### config.mk
export PLATFORM = sky130hd
export DESIGN_NAME = aluis_core
export DESIGN_NICKNAME = d
export VERILOG_FILES = /design/src/inc/aluis_pkg.sv /design/src/rtl/aluis_core.sv
export SDC_FILE = /design/constraint.sdc
export NUM_CORES = 1
export LEC_CHECK = 0
export BUFFER_PORTS_ARGS = -buffer_cell sky130_fd_sc_hd__buf_2
export CAP_MARGIN = 10
export CORE_UTILIZATION = 58
export CTS_BUF_LIST = sky130_fd_sc_hd__clkbuf_4 sky130_fd_sc_hd__clkbuf_8 sky130_fd_sc_hd__clkbuf_16
export DETAILED_ROUTE_END_ITERATION = 8
export GPL_TIMING_DRIVEN = 0
export PLACE_DENSITY = 0.81
export SYNTH_ARGS = -nofsm -noshare
export SYNTH_HDL_FRONTEND = slang
export SYNTH_SLANG_ARGS = --single-unit
### constraint.sdc
create_clock -name i_clk_sys -period 5.65 [get_ports i_clk_sys]
set_clock_uncertainty 0.2 [all_clocks]
set_input_delay 0.2825 -clock i_clk_sys [delete_from_list [all_inputs] [get_ports i_clk_sys]]
set_output_delay 0.2825 -clock i_clk_sys [all_outputs]
set_load 0.05 [all_outputs]
### src/inc/aluis_pkg.sv
// shared types and constants for the instruction subset datapath
// assumes a decoder upstream that presents one decoded instruction per cycle
package aluis_pkg;

  localparam int unsigned DATA_W = 8;
  localparam int unsigned ADDR_W = 7;
  localparam int unsigned PTR_W = 16;
  localparam int unsigned LIT6_W = 6;
  localparam int unsigned BIT_W = 3;
  localparam int unsigned NUM_PTR = 2;
  localparam int unsigned PTR_MSB = 15;
  localparam int unsigned NIB_MSB = 3;
  localparam int unsigned DEST_W_SEL = 0;
  localparam int unsigned DEST_F_SEL = 1;

  localparam logic [7:0] WREG_RST = 8'h00;
  localparam logic [15:0] PTR_RST = 16'h0000;
  localparam logic FLAG_RST = 1'b0;

  typedef enum logic [2:0] {
    op_pointer_add_literal,
    op_and_immediate,
    op_add_immediate,
    op_and_file_register,
    op_add_file_register,
    op_add_file_with_carry,
    op_arith_shift_right,
    op_bit_clear_file
  } aluis_op_t;

  typedef struct packed {
    aluis_op_t op;
    logic [7:0] lit;
    logic [5:0] lit6;
    logic [6:0] addr;
    logic dest;
    logic [2:0] bit_idx;
    logic ptr_sel;
    logic indirect;
    logic ind_sel;
  } aluis_instr_t;

  typedef struct packed {
    logic carry;
    logic digit_carry;
    logic zero;
  } aluis_flags_t;

endpackage

### src/rtl/aluis_core.sv
// execution datapath for a subset of an 8-bit instruction set
// assumes file read data is valid for i_instr.addr in the accepting cycle
`timescale 1ns/10ps
module aluis_core
(
  // clock and reset
  input wire logic i_clk_sys,
  input wire logic i_rstn,
  // decoded instruction
  input wire logic i_valid,
  input wire aluis_pkg::aluis_instr_t i_instr,
  input wire logic [7:0] i_file_data,
  output logic o_ready,
  output logic o_done,
  // file register write port
  output logic o_file_we,
  output logic [6:0] o_file_addr,
  output logic [7:0] o_file_wdata,
  // architectural state
  output logic [7:0] o_wreg,
  output logic [15:0] o_ptr0,
  output logic [15:0] o_ptr1,
  output aluis_pkg::aluis_flags_t o_flags
);

  // carry out of bit 7, carry out of bit 3, sum
  function automatic logic [9:0] add8(input logic [7:0] a,
                                      input logic [7:0] b,
                                      input logic cin);
    logic [4:0] lo;
    logic [8:0] full;
    lo = {1'b0, a[3:0]} + {1'b0, b[3:0]} + {4'h0, cin};
    full = {1'b0, a} + {1'b0, b} + {8'h00, cin};
    return {full[8], lo[4], full[7:0]};
  endfunction

  function automatic logic [15:0] sext6(input logic [5:0] k);
    return {{10{k[5]}}, k};
  endfunction

  logic [7:0] wreg_r, wreg_nxt;
  logic [15:0] ptr_r [aluis_pkg::NUM_PTR];
  logic [15:0] ptr_nxt [aluis_pkg::NUM_PTR];
  aluis_pkg::aluis_flags_t flags_r, flags_nxt;
  logic stall_r, stall_nxt;
  logic ready_r, ready_nxt;
  logic done_r, done_nxt;
  logic fwe_r, fwe_nxt;
  logic [6:0] faddr_r, faddr_nxt;
  logic [7:0] fwdata_r, fwdata_nxt;
  aluis_pkg::aluis_instr_t hold_r, hold_nxt;
  logic [7:0] hold_fd_r, hold_fd_nxt;
  logic [7:0] res_r, res_nxt;

  aluis_pkg::aluis_instr_t ex;
  logic [7:0] fd;
  logic accept, need_stall, ex_go;
  logic [9:0] sum;
  logic [7:0] res;
  logic to_wreg, to_file;
  logic [15:0] ptr_chk;

  assign accept = i_valid && ready_r;
  assign need_stall = i_instr.indirect &&
                      ptr_r[i_instr.ind_sel][aluis_pkg::PTR_MSB];
  assign ex_go = (accept && !need_stall) || stall_r;
  assign ex = stall_r ? hold_r : i_instr;
  assign fd = stall_r ? hold_fd_r : i_file_data;
  assign ptr_chk = ptr_r[ex.ptr_sel] + sext6(ex.lit6);

  always_comb
  begin
    wreg_nxt = wreg_r;
    ptr_nxt = ptr_r;
    flags_nxt = flags_r;
    fwe_nxt = 1'b0;
    faddr_nxt = faddr_r;
    fwdata_nxt = fwdata_r;
    res_nxt = res_r;
    sum = 10'h000;
    res = 8'h00;
    to_wreg = 1'b0;
    to_file = 1'b0;
    if (ex_go)
    begin
      unique case (ex.op)
        aluis_pkg::op_pointer_add_literal:
        begin
          ptr_nxt[ex.ptr_sel] = ptr_r[ex.ptr_sel] + sext6(ex.lit6);
        end
        aluis_pkg::op_and_immediate:
        begin
          res = wreg_r & ex.lit;
          flags_nxt.zero = (res == 8'h00);
          to_wreg = 1'b1;
        end
        aluis_pkg::op_add_immediate:
        begin
          sum = add8(wreg_r, ex.lit, 1'b0);
          res = sum[7:0];
          flags_nxt = {sum[9], sum[8], res == 8'h00};
          to_wreg = 1'b1;
        end
        aluis_pkg::op_and_file_register:
        begin
          res = wreg_r & fd;
          flags_nxt.zero = (res == 8'h00);
          to_wreg = (ex.dest == 1'(aluis_pkg::DEST_W_SEL));
          to_file = !to_wreg;
        end
        aluis_pkg::op_add_file_register:
        begin
          sum = add8(wreg_r, fd, 1'b0);
          res = sum[7:0];
          flags_nxt = {sum[9], sum[8], res == 8'h00};
          to_wreg = (ex.dest == 1'(aluis_pkg::DEST_W_SEL));
          to_file = !to_wreg;
        end
        aluis_pkg::op_add_file_with_carry:
        begin
          sum = add8(wreg_r, fd, flags_r.carry);
          res = sum[7:0];
          flags_nxt = {sum[9], sum[8], res == 8'h00};
          to_wreg = (ex.dest == 1'(aluis_pkg::DEST_W_SEL));
          to_file = !to_wreg;
        end
        aluis_pkg::op_arith_shift_right:
        begin
          res = {fd[7], fd[7:1]};
          flags_nxt.carry = fd[0];
          flags_nxt.zero = (res == 8'h00);
          to_wreg = (ex.dest == 1'(aluis_pkg::DEST_W_SEL));
          to_file = !to_wreg;
        end
        aluis_pkg::op_bit_clear_file:
        begin
          res = fd & ~(8'h01 << ex.bit_idx);
          to_file = 1'b1;
        end
      endcase
      if (to_wreg)
        wreg_nxt = res;
      if (to_file)
      begin
        fwe_nxt = 1'b1;
        faddr_nxt = ex.addr;
        fwdata_nxt = res;
      end
      res_nxt = res;
    end
  end

  always_comb
  begin
    stall_nxt = 1'b0;
    ready_nxt = 1'b1;
    hold_nxt = hold_r;
    hold_fd_nxt = hold_fd_r;
    done_nxt = ex_go;
    if (accept && need_stall)
    begin
      stall_nxt = 1'b1;
      ready_nxt = 1'b0;
      hold_nxt = i_instr;
      hold_fd_nxt = i_file_data;
    end
  end

  always_ff @(posedge i_clk_sys or negedge i_rstn)
  begin
    if (!i_rstn)
    begin
      wreg_r <= aluis_pkg::WREG_RST;
      ptr_r[0] <= aluis_pkg::PTR_RST;
      ptr_r[1] <= aluis_pkg::PTR_RST;
      flags_r <= {3{aluis_pkg::FLAG_RST}};
      stall_r <= 1'b0;
      ready_r <= 1'b1;
      done_r <= 1'b0;
      fwe_r <= 1'b0;
      faddr_r <= 7'h00;
      fwdata_r <= 8'h00;
      hold_r <= '0;
      hold_fd_r <= 8'h00;
      res_r <= 8'h00;
    end
    else
    begin
      wreg_r <= wreg_nxt;
      ptr_r <= ptr_nxt;
      flags_r <= flags_nxt;
      stall_r <= stall_nxt;
      ready_r <= ready_nxt;
      done_r <= done_nxt;
      fwe_r <= fwe_nxt;
      faddr_r <= faddr_nxt;
      fwdata_r <= fwdata_nxt;
      hold_r <= hold_nxt;
      hold_fd_r <= hold_fd_nxt;
      res_r <= res_nxt;
    end
  end

  assign o_ready = ready_r;
  assign o_done = done_r;
  assign o_file_we = fwe_r;
  assign o_file_addr = faddr_r;
  assign o_file_wdata = fwdata_r;
  assign o_wreg = wreg_r;
  assign o_ptr0 = ptr_r[0];
  assign o_ptr1 = ptr_r[1];
  assign o_flags = flags_r;
endmodule

# ---- After elaboration in Yosys (flattened, before gate mapping)
# Cells that the tools add are included.
dict set report word_totals {
  wordCells 95
  input_bits 42
  register_bits 101
  out_inout_bits 61
}
dict set report op_classes {
  n_lt_le_gt_ge 3
  shifts 1
  eq_ne 7
  mux 23
  n_reduce_logical 25
  bitwise_logic 7
  n_addsub 7
}
# operator n
set op_table {}
lappend op_table {{16-bit two-way mux} 7}
lappend op_table {{8-bit case mux with 7 select lines} 1}
lappend op_table {{8-bit logical NOT} 6}
lappend op_table {{32-bit bitwise mux} 1}
lappend op_table {{31-bit two-way mux} 1}
lappend op_table {{8-bit bitwise AND} 3}
lappend op_table {{8-bit by 8-bit adder with 9-bit output} 2}
lappend op_table {{16-bit adder} 1}
lappend op_table {{16-bit demux with 1-bit select} 1}
lappend op_table {{3-bit equality test, second input constant} 4}
lappend op_table {{2-bit AND reduction} 6}
lappend op_table {{4-bit by 4-bit adder with 5-bit output} 2}
lappend op_table {{9-bit by 1-bit adder with 9-bit output} 1}
lappend op_table {{8-bit two-way mux} 1}
lappend op_table {{8-bit NOT} 1}
lappend op_table {{1-bit by 3-bit << shifter with 8-bit output, first input constant} 1}
lappend op_table {{3-bit by 2-bit equality test with 1-bit output, second input constant} 2}
lappend op_table {{1-bit two-way mux} 6}
lappend op_table {{1-bit case mux with 6 select lines} 1}
lappend op_table {{6-bit nonzero test} 1}
lappend op_table {{5-bit by 1-bit adder with 5-bit output} 1}
lappend op_table {{1-bit logical AND} 5}
lappend op_table {{2-bit greater-or-equal comparator, second input constant} 2}
lappend op_table {{1-bit NOT with 2-bit output} 2}
lappend op_table {{13 further kinds} 14}

# ---- Longest topological paths before layout
dict set report logic_depth {
  ltp_word 11
  mapped_depth 14
  ltp_nobuf 12
}

# ---- Worst setup path after synthesis
# No wires, ideal clock.
dict set report synth_path {
  path_type {reg-to-reg}
  startpoint {register stall_r}
  endpoint {register ptr_r, in the netlist o_ptr0[14]}
  path_stages_with_launch 14
  period_less_slack_ns 4.455
  setup_slack_ns 1.195
  setup_time_ns 0.125
  n_path_buf 2
  arrival_time_ns 4.130
  t_required_ns 5.325
  cell_sequence {dfrtp_1 > buf_4 > mux2i_2 > clkbuf_1 > mux2_2 > ha_1 > fa_1 > a211o_1 > a2111oi_2 > o31ai_1 > a21oi_1 > o21ai_1 > a311o_1 > mux2_2}
}
dict set report synth_between {
  elab_chain_len 7
  word_cells_on_any_way 15
  cone_classes {add/sub (1); order compare (2); mux (7); bitwise (1); reduce/logical (4)}
}
# element line_no
set synth_lines {}
lappend synth_lines {{start: declaration} aluis_core.sv:45} ;# logic stall_r, stall_nxt;
lappend synth_lines {{start signal: assignment} aluis_core.sv:192} ;# stall_r <= stall_nxt;
lappend synth_lines {{31-bit two-way mux} aluis_core.sv:67} ;# assign ex = stall_r ? hold_r : i_instr;
lappend synth_lines {{1-bit NOT with 2-bit output (not written as such)} aluis_core.sv:89} ;# ptr_nxt[ex.ptr_sel] = ptr_r[ex.ptr_sel] + sext6(ex.lit6);
lappend synth_lines {{16-bit two-way mux (not written as such), or another cell as far along} aluis_core.sv:89}
lappend synth_lines {{16-bit two-way mux (not written as such) or 1-bit logical AND (tied branches)} aluis_core.sv:89}
lappend synth_lines {{16-bit two-way mux (not written as such)} aluis_core.sv:89}
lappend synth_lines {{16-bit adder or 16-bit demux with 1-bit select (tied branches)} aluis_core.sv:89}
lappend synth_lines {{32-bit bitwise mux} aluis_core.sv:89}
lappend synth_lines {{end signal: assignment} aluis_core.sv:190} ;# ptr_r <= ptr_nxt;
lappend synth_lines {{end: declaration} aluis_core.sv:42} ;# logic [15:0] ptr_r [aluis_pkg::NUM_PTR];
# Several ways; a longest one is shown, not always the timed one. The select of a mux whose other input is x is not followed.
# A chain may end at the register's enable or synchronous reset.

# ---- Worst setup path after layout
dict set report layout_path {
  startpoint {register stall_r}
  endpoint {register ptr_r, in the netlist o_ptr1[14]}
}
# Same word-level chain as after synthesis.

==> flow_metrics.py <==
metrics = {
    "timing": {
        "max-slew-margin-rel_pct": 33.14,
        "period_minus_slack_ps": 5237,
        "grt_setup_unrepaired": "no",
        "slew_viol_final": 0,
        "finalCritPeriodShare_pct": 92.69,
        "tns_ps": 0,
        "fmaxAchievable_mhz": 191.0,
        "setup_slack_ps": 413.1,
        "setup_viol": 0,
        "worst-slew-pin-transition_ps": 999.8,
        "hold_viol_final": 0,
    },
    "drt": {
        "routedWlPerCell_um": 20.41,
        "first_iter_violations": 403,
        "drtPass1Iterations": 5,
        "vias_per_cell": 6.250,
        "totalWireLength_um": 19430,
        "vias": 5950,
        "antenna_left": 0,
        "drc_errors": 0,
    },
    "clock_network": {
        "clkSlewWorstSetupHoldPaths_ps": 70,
        "post_cts_buffers": 0,
        "clk_root_buffer_cell": "clkbuf_16",
        "cts_buffers": 9,
        "cts.sinks": 99,
        "ctsHtreeMaxLevel": 3,
        "clock_path_buffers": 2,
        "cts_resized": 0,
        "insertion_delay_ps": 350,
        "cts_tree": "built",
    },
    "logic_synthesis": {
        "synth_edf_count": 0,
        "synth.area.top_cells": "dfrtp_1 (36%), mux2_2 (18%), ha_1 (6.1%)",
        "synthCells": 658,
        "ys.flop_type": "dfrtp_1",
        "synth_area_per_cell_um2": 10.25,
        "yosys_warnings": 0,
        "yosysTopAreaCellShare_pct": 36.38,
        "synth_seq_area_share_pct": 36.77,
        "ys_types": 80,
        "netlist_area_um2": 6741,
        "synthArstFlopShare_pct": 100.0,
        "synth_area_leader_cell": "dfrtp_1",
        "synth-seq-cells": 99,
        "syn-num-nets": 736,
    },
    "worst_setup_path": {
        "critPathLaunch": "stall_r",
        "required_ps": 5690,
        "reg2reg_depth": 13,
        "crit_arrival_ps": 5270,
        "r2r_start": "stall_r",
        "crit_path_end_kind": "flip-flop",
        "worstSetupPathType": "flip-flop to flip-flop",
        "r2r_end": "o_ptr1[14]",
        "reg2reg_slack_ps": 410,
        "startpoint_type": "flip-flop",
        "cp_max_fo": 10,
        "setup.worst_path.end": "o_ptr1[14]",
    },
    "power_and_ir_drop": {
        "p_switching_w": 0.002590,
        "peakVddDrop_uv": 501.4,
        "leakage_nw": 3.587,
        "p_clk_share_pct": 11.4,
        "power_density_nw_per_um2": 629.0,
        "intPower_w": 0.002481,
        "seqPwrFrac_pct": 25.8,
        "combPwrFrac_pct": 62.8,
        "p_sw_share_pct": 51.08,
    },
    "die": {
        "start_util_pct": 59.29,
        "dieArea_um2": 12060,
        "core-area_um2": 11370,
        "ios": 103,
        "row_count": 39,
        "die_w_um": 109.8,
        "die_h_um": 109.8,
    },
    "placement": {
        "gp_routability_congestion": 0.9425,
        "pre_cts_ws_ps": 528.2,
        "place_hpwl_um": 14600,
        "io_buffer_count": 102,
    },
    "finish": {
        "seq_area_um2": 2479,
        "fin_nets": 883,
        "antennaDiodeCount": 0,
        "area_growth_pct": 19.58,
        "utilization_pct": 70.90,
        "final_cell_mix": "mux2_2 (107), buf_2 (107), dfrtp_1 (98)",
        "layout-drive-gt1-share_pct": 31.52,
        "nFillCells": 852,
        "multi_input_area_um2": 4079,
    },
    "grt": {
        "first_global_vias": 5828,
        "grt_util_met1_pct": 42.24,
        "grt_overflow": 0,
        "gr-usage-met2_pct": 56.83,
        "grt_first_pass_wirelength_um": 30660,
        "grt_usage_pct": 34.02,
        "busiest_layer": "met2",
        "antenna_found_initial": 0,
        "met3_usage_pct": 6.224,
        "grt_max_degree": 63,
    },
    "hold_path": {
        "min_from": "i_file_data[7]",
        "worstHoldPathType": "input pin to flip-flop",
    },
    "run": {
        "cap_violations": 0,
    },
    "run_status": {
        "status": "complete, no violations",
    },
}
==> power groups by stage <==
stage,registers (W),logic [W],clock network (W)
floorplan,0.00195,0.00171,0
global placement,0.00128,0.00303,0
detailed placement,0.00131,0.00309,0
CTS,0.00130,0.00314,0.000586
global route,0.00135,0.00343,0.000614
finish,0.00131,0.00319,0.000576
==> state kept, by name, summed over array words and instances, names as in the netlist <==
register,flops
o_wreg,8
o_flags,3
o_file_wdata,8
o_done,1
hold_fd_r,8
o_ptr0,16
o_ptr1,16
stall_r,1
o_ready,1
o_file_addr,7
o_file_we,1
hold_r,29
==> worst max-delay path, cell delays in order, from the launching register on <==
cell       delay (ps)
dfrtp_1           430
buf_4             240
mux2i_2           690
clkbuf_1          550
mux2_2            400
ha_1              240
fa_1              450
a211o_1           340
a2111oi_2         400
o31ai_1           170
a21oi_1           250
o21ai_1           140
a311o_1           350
mux2_2            270
==> how the worst min path moves through the flow <==
stage / cells past startpoint / end
2_1_floorplan: 0 / hold_fd_r[0]
3_3_place_gp: 2 / o_file_addr[4]
3_5_place_dp: 1 / o_ptr1[13]
4_1_cts: 2 / hold_fd_r[7]
5_1_grt: 2 / hold_fd_r[7]
6_report: 2 / hold_fd_r[7]
==> cells in the mapped netlist (all sizes together), types with 3 or more instances <==
cell and instances:
nor4 3, a21oi 30, a211oi 7, o21bai 3, inv 23, a311oi 3, nor2 35, xor2 10
o31ai 7, o21a 6, clkbuf 13, mux2i 16, dfrtp 98, a21o 5, nor3 10, mux2 113
o211ai 6, a32o 4, o21ai 38, o22ai 8, a31oi 9, a22oi 7, fa 3, nand4 4
o2111ai 6, nand3 14, nor3b 3, nand2 62, xnor2 17, ha 33, nand2b 5, nor2b 7
buf 9, or4 4
==> area by class of cell <==
class / count / share of cell area, %
inverter: 23 / 1.071
timing repair buffer: 136 / 10.80
buffer: 22 / 1.211
clock buffer: 10 / 2.887
sequential: 99 / 30.75
clock inverter: 5 / 0.4656
tap: 143 / 2.219
multi-input combinational: 514 / 50.60
==> cells by family after synthesis <==
| group | count (synthesis) | synth area share [%] |
|---|---|---|
| adders and majority gates | 36 | 7.016 |
| and+or+nand+nor | 160 | 11.92 |
| muxes | 129 | 21.36 |
| buffers and inverters | 45 | 2.728 |
| xor gates and xnor gates | 27 | 3.508 |
| DFF | 99 | 36.77 |
| AOI/OAI and AO/OA | 162 | 16.70 |
==> layer usage <==
| layer | up-vias | part of all wire [%] | routed length [um] |
|---|---|---|---|
| met2 | 233 | 49 | 9567 |
| met5 | - | 0 | 0 |
| li1 | 2759 | - | - |
| met1 | 2906 | 41 | 7973 |
| met3 | 52 | 6.0 | 1161 |
| met4 | 0 | 3.8 | 731 |
==> through the flow <==
stage	hold slack, ps	area, um2	power, W	cells
floorplan	-213.1	6741	0.003656	658
global placement	263.5	7431	0.004313	903
detailed placement	86.15	7461	0.004405	904
CTS	3.378	8061	0.005030	952
global route	9.317	8061	0.005391	952
finish	9.942	8061	0.005071	952
==> what timing repair did <==
item                                   in CTS  in global routing
setup endpoints to repair                   0                  0
endpoints found under the hold margin      68                  0
hold buffers                               33                  0
No activity file was read; power rests on OpenSTA's default activity.
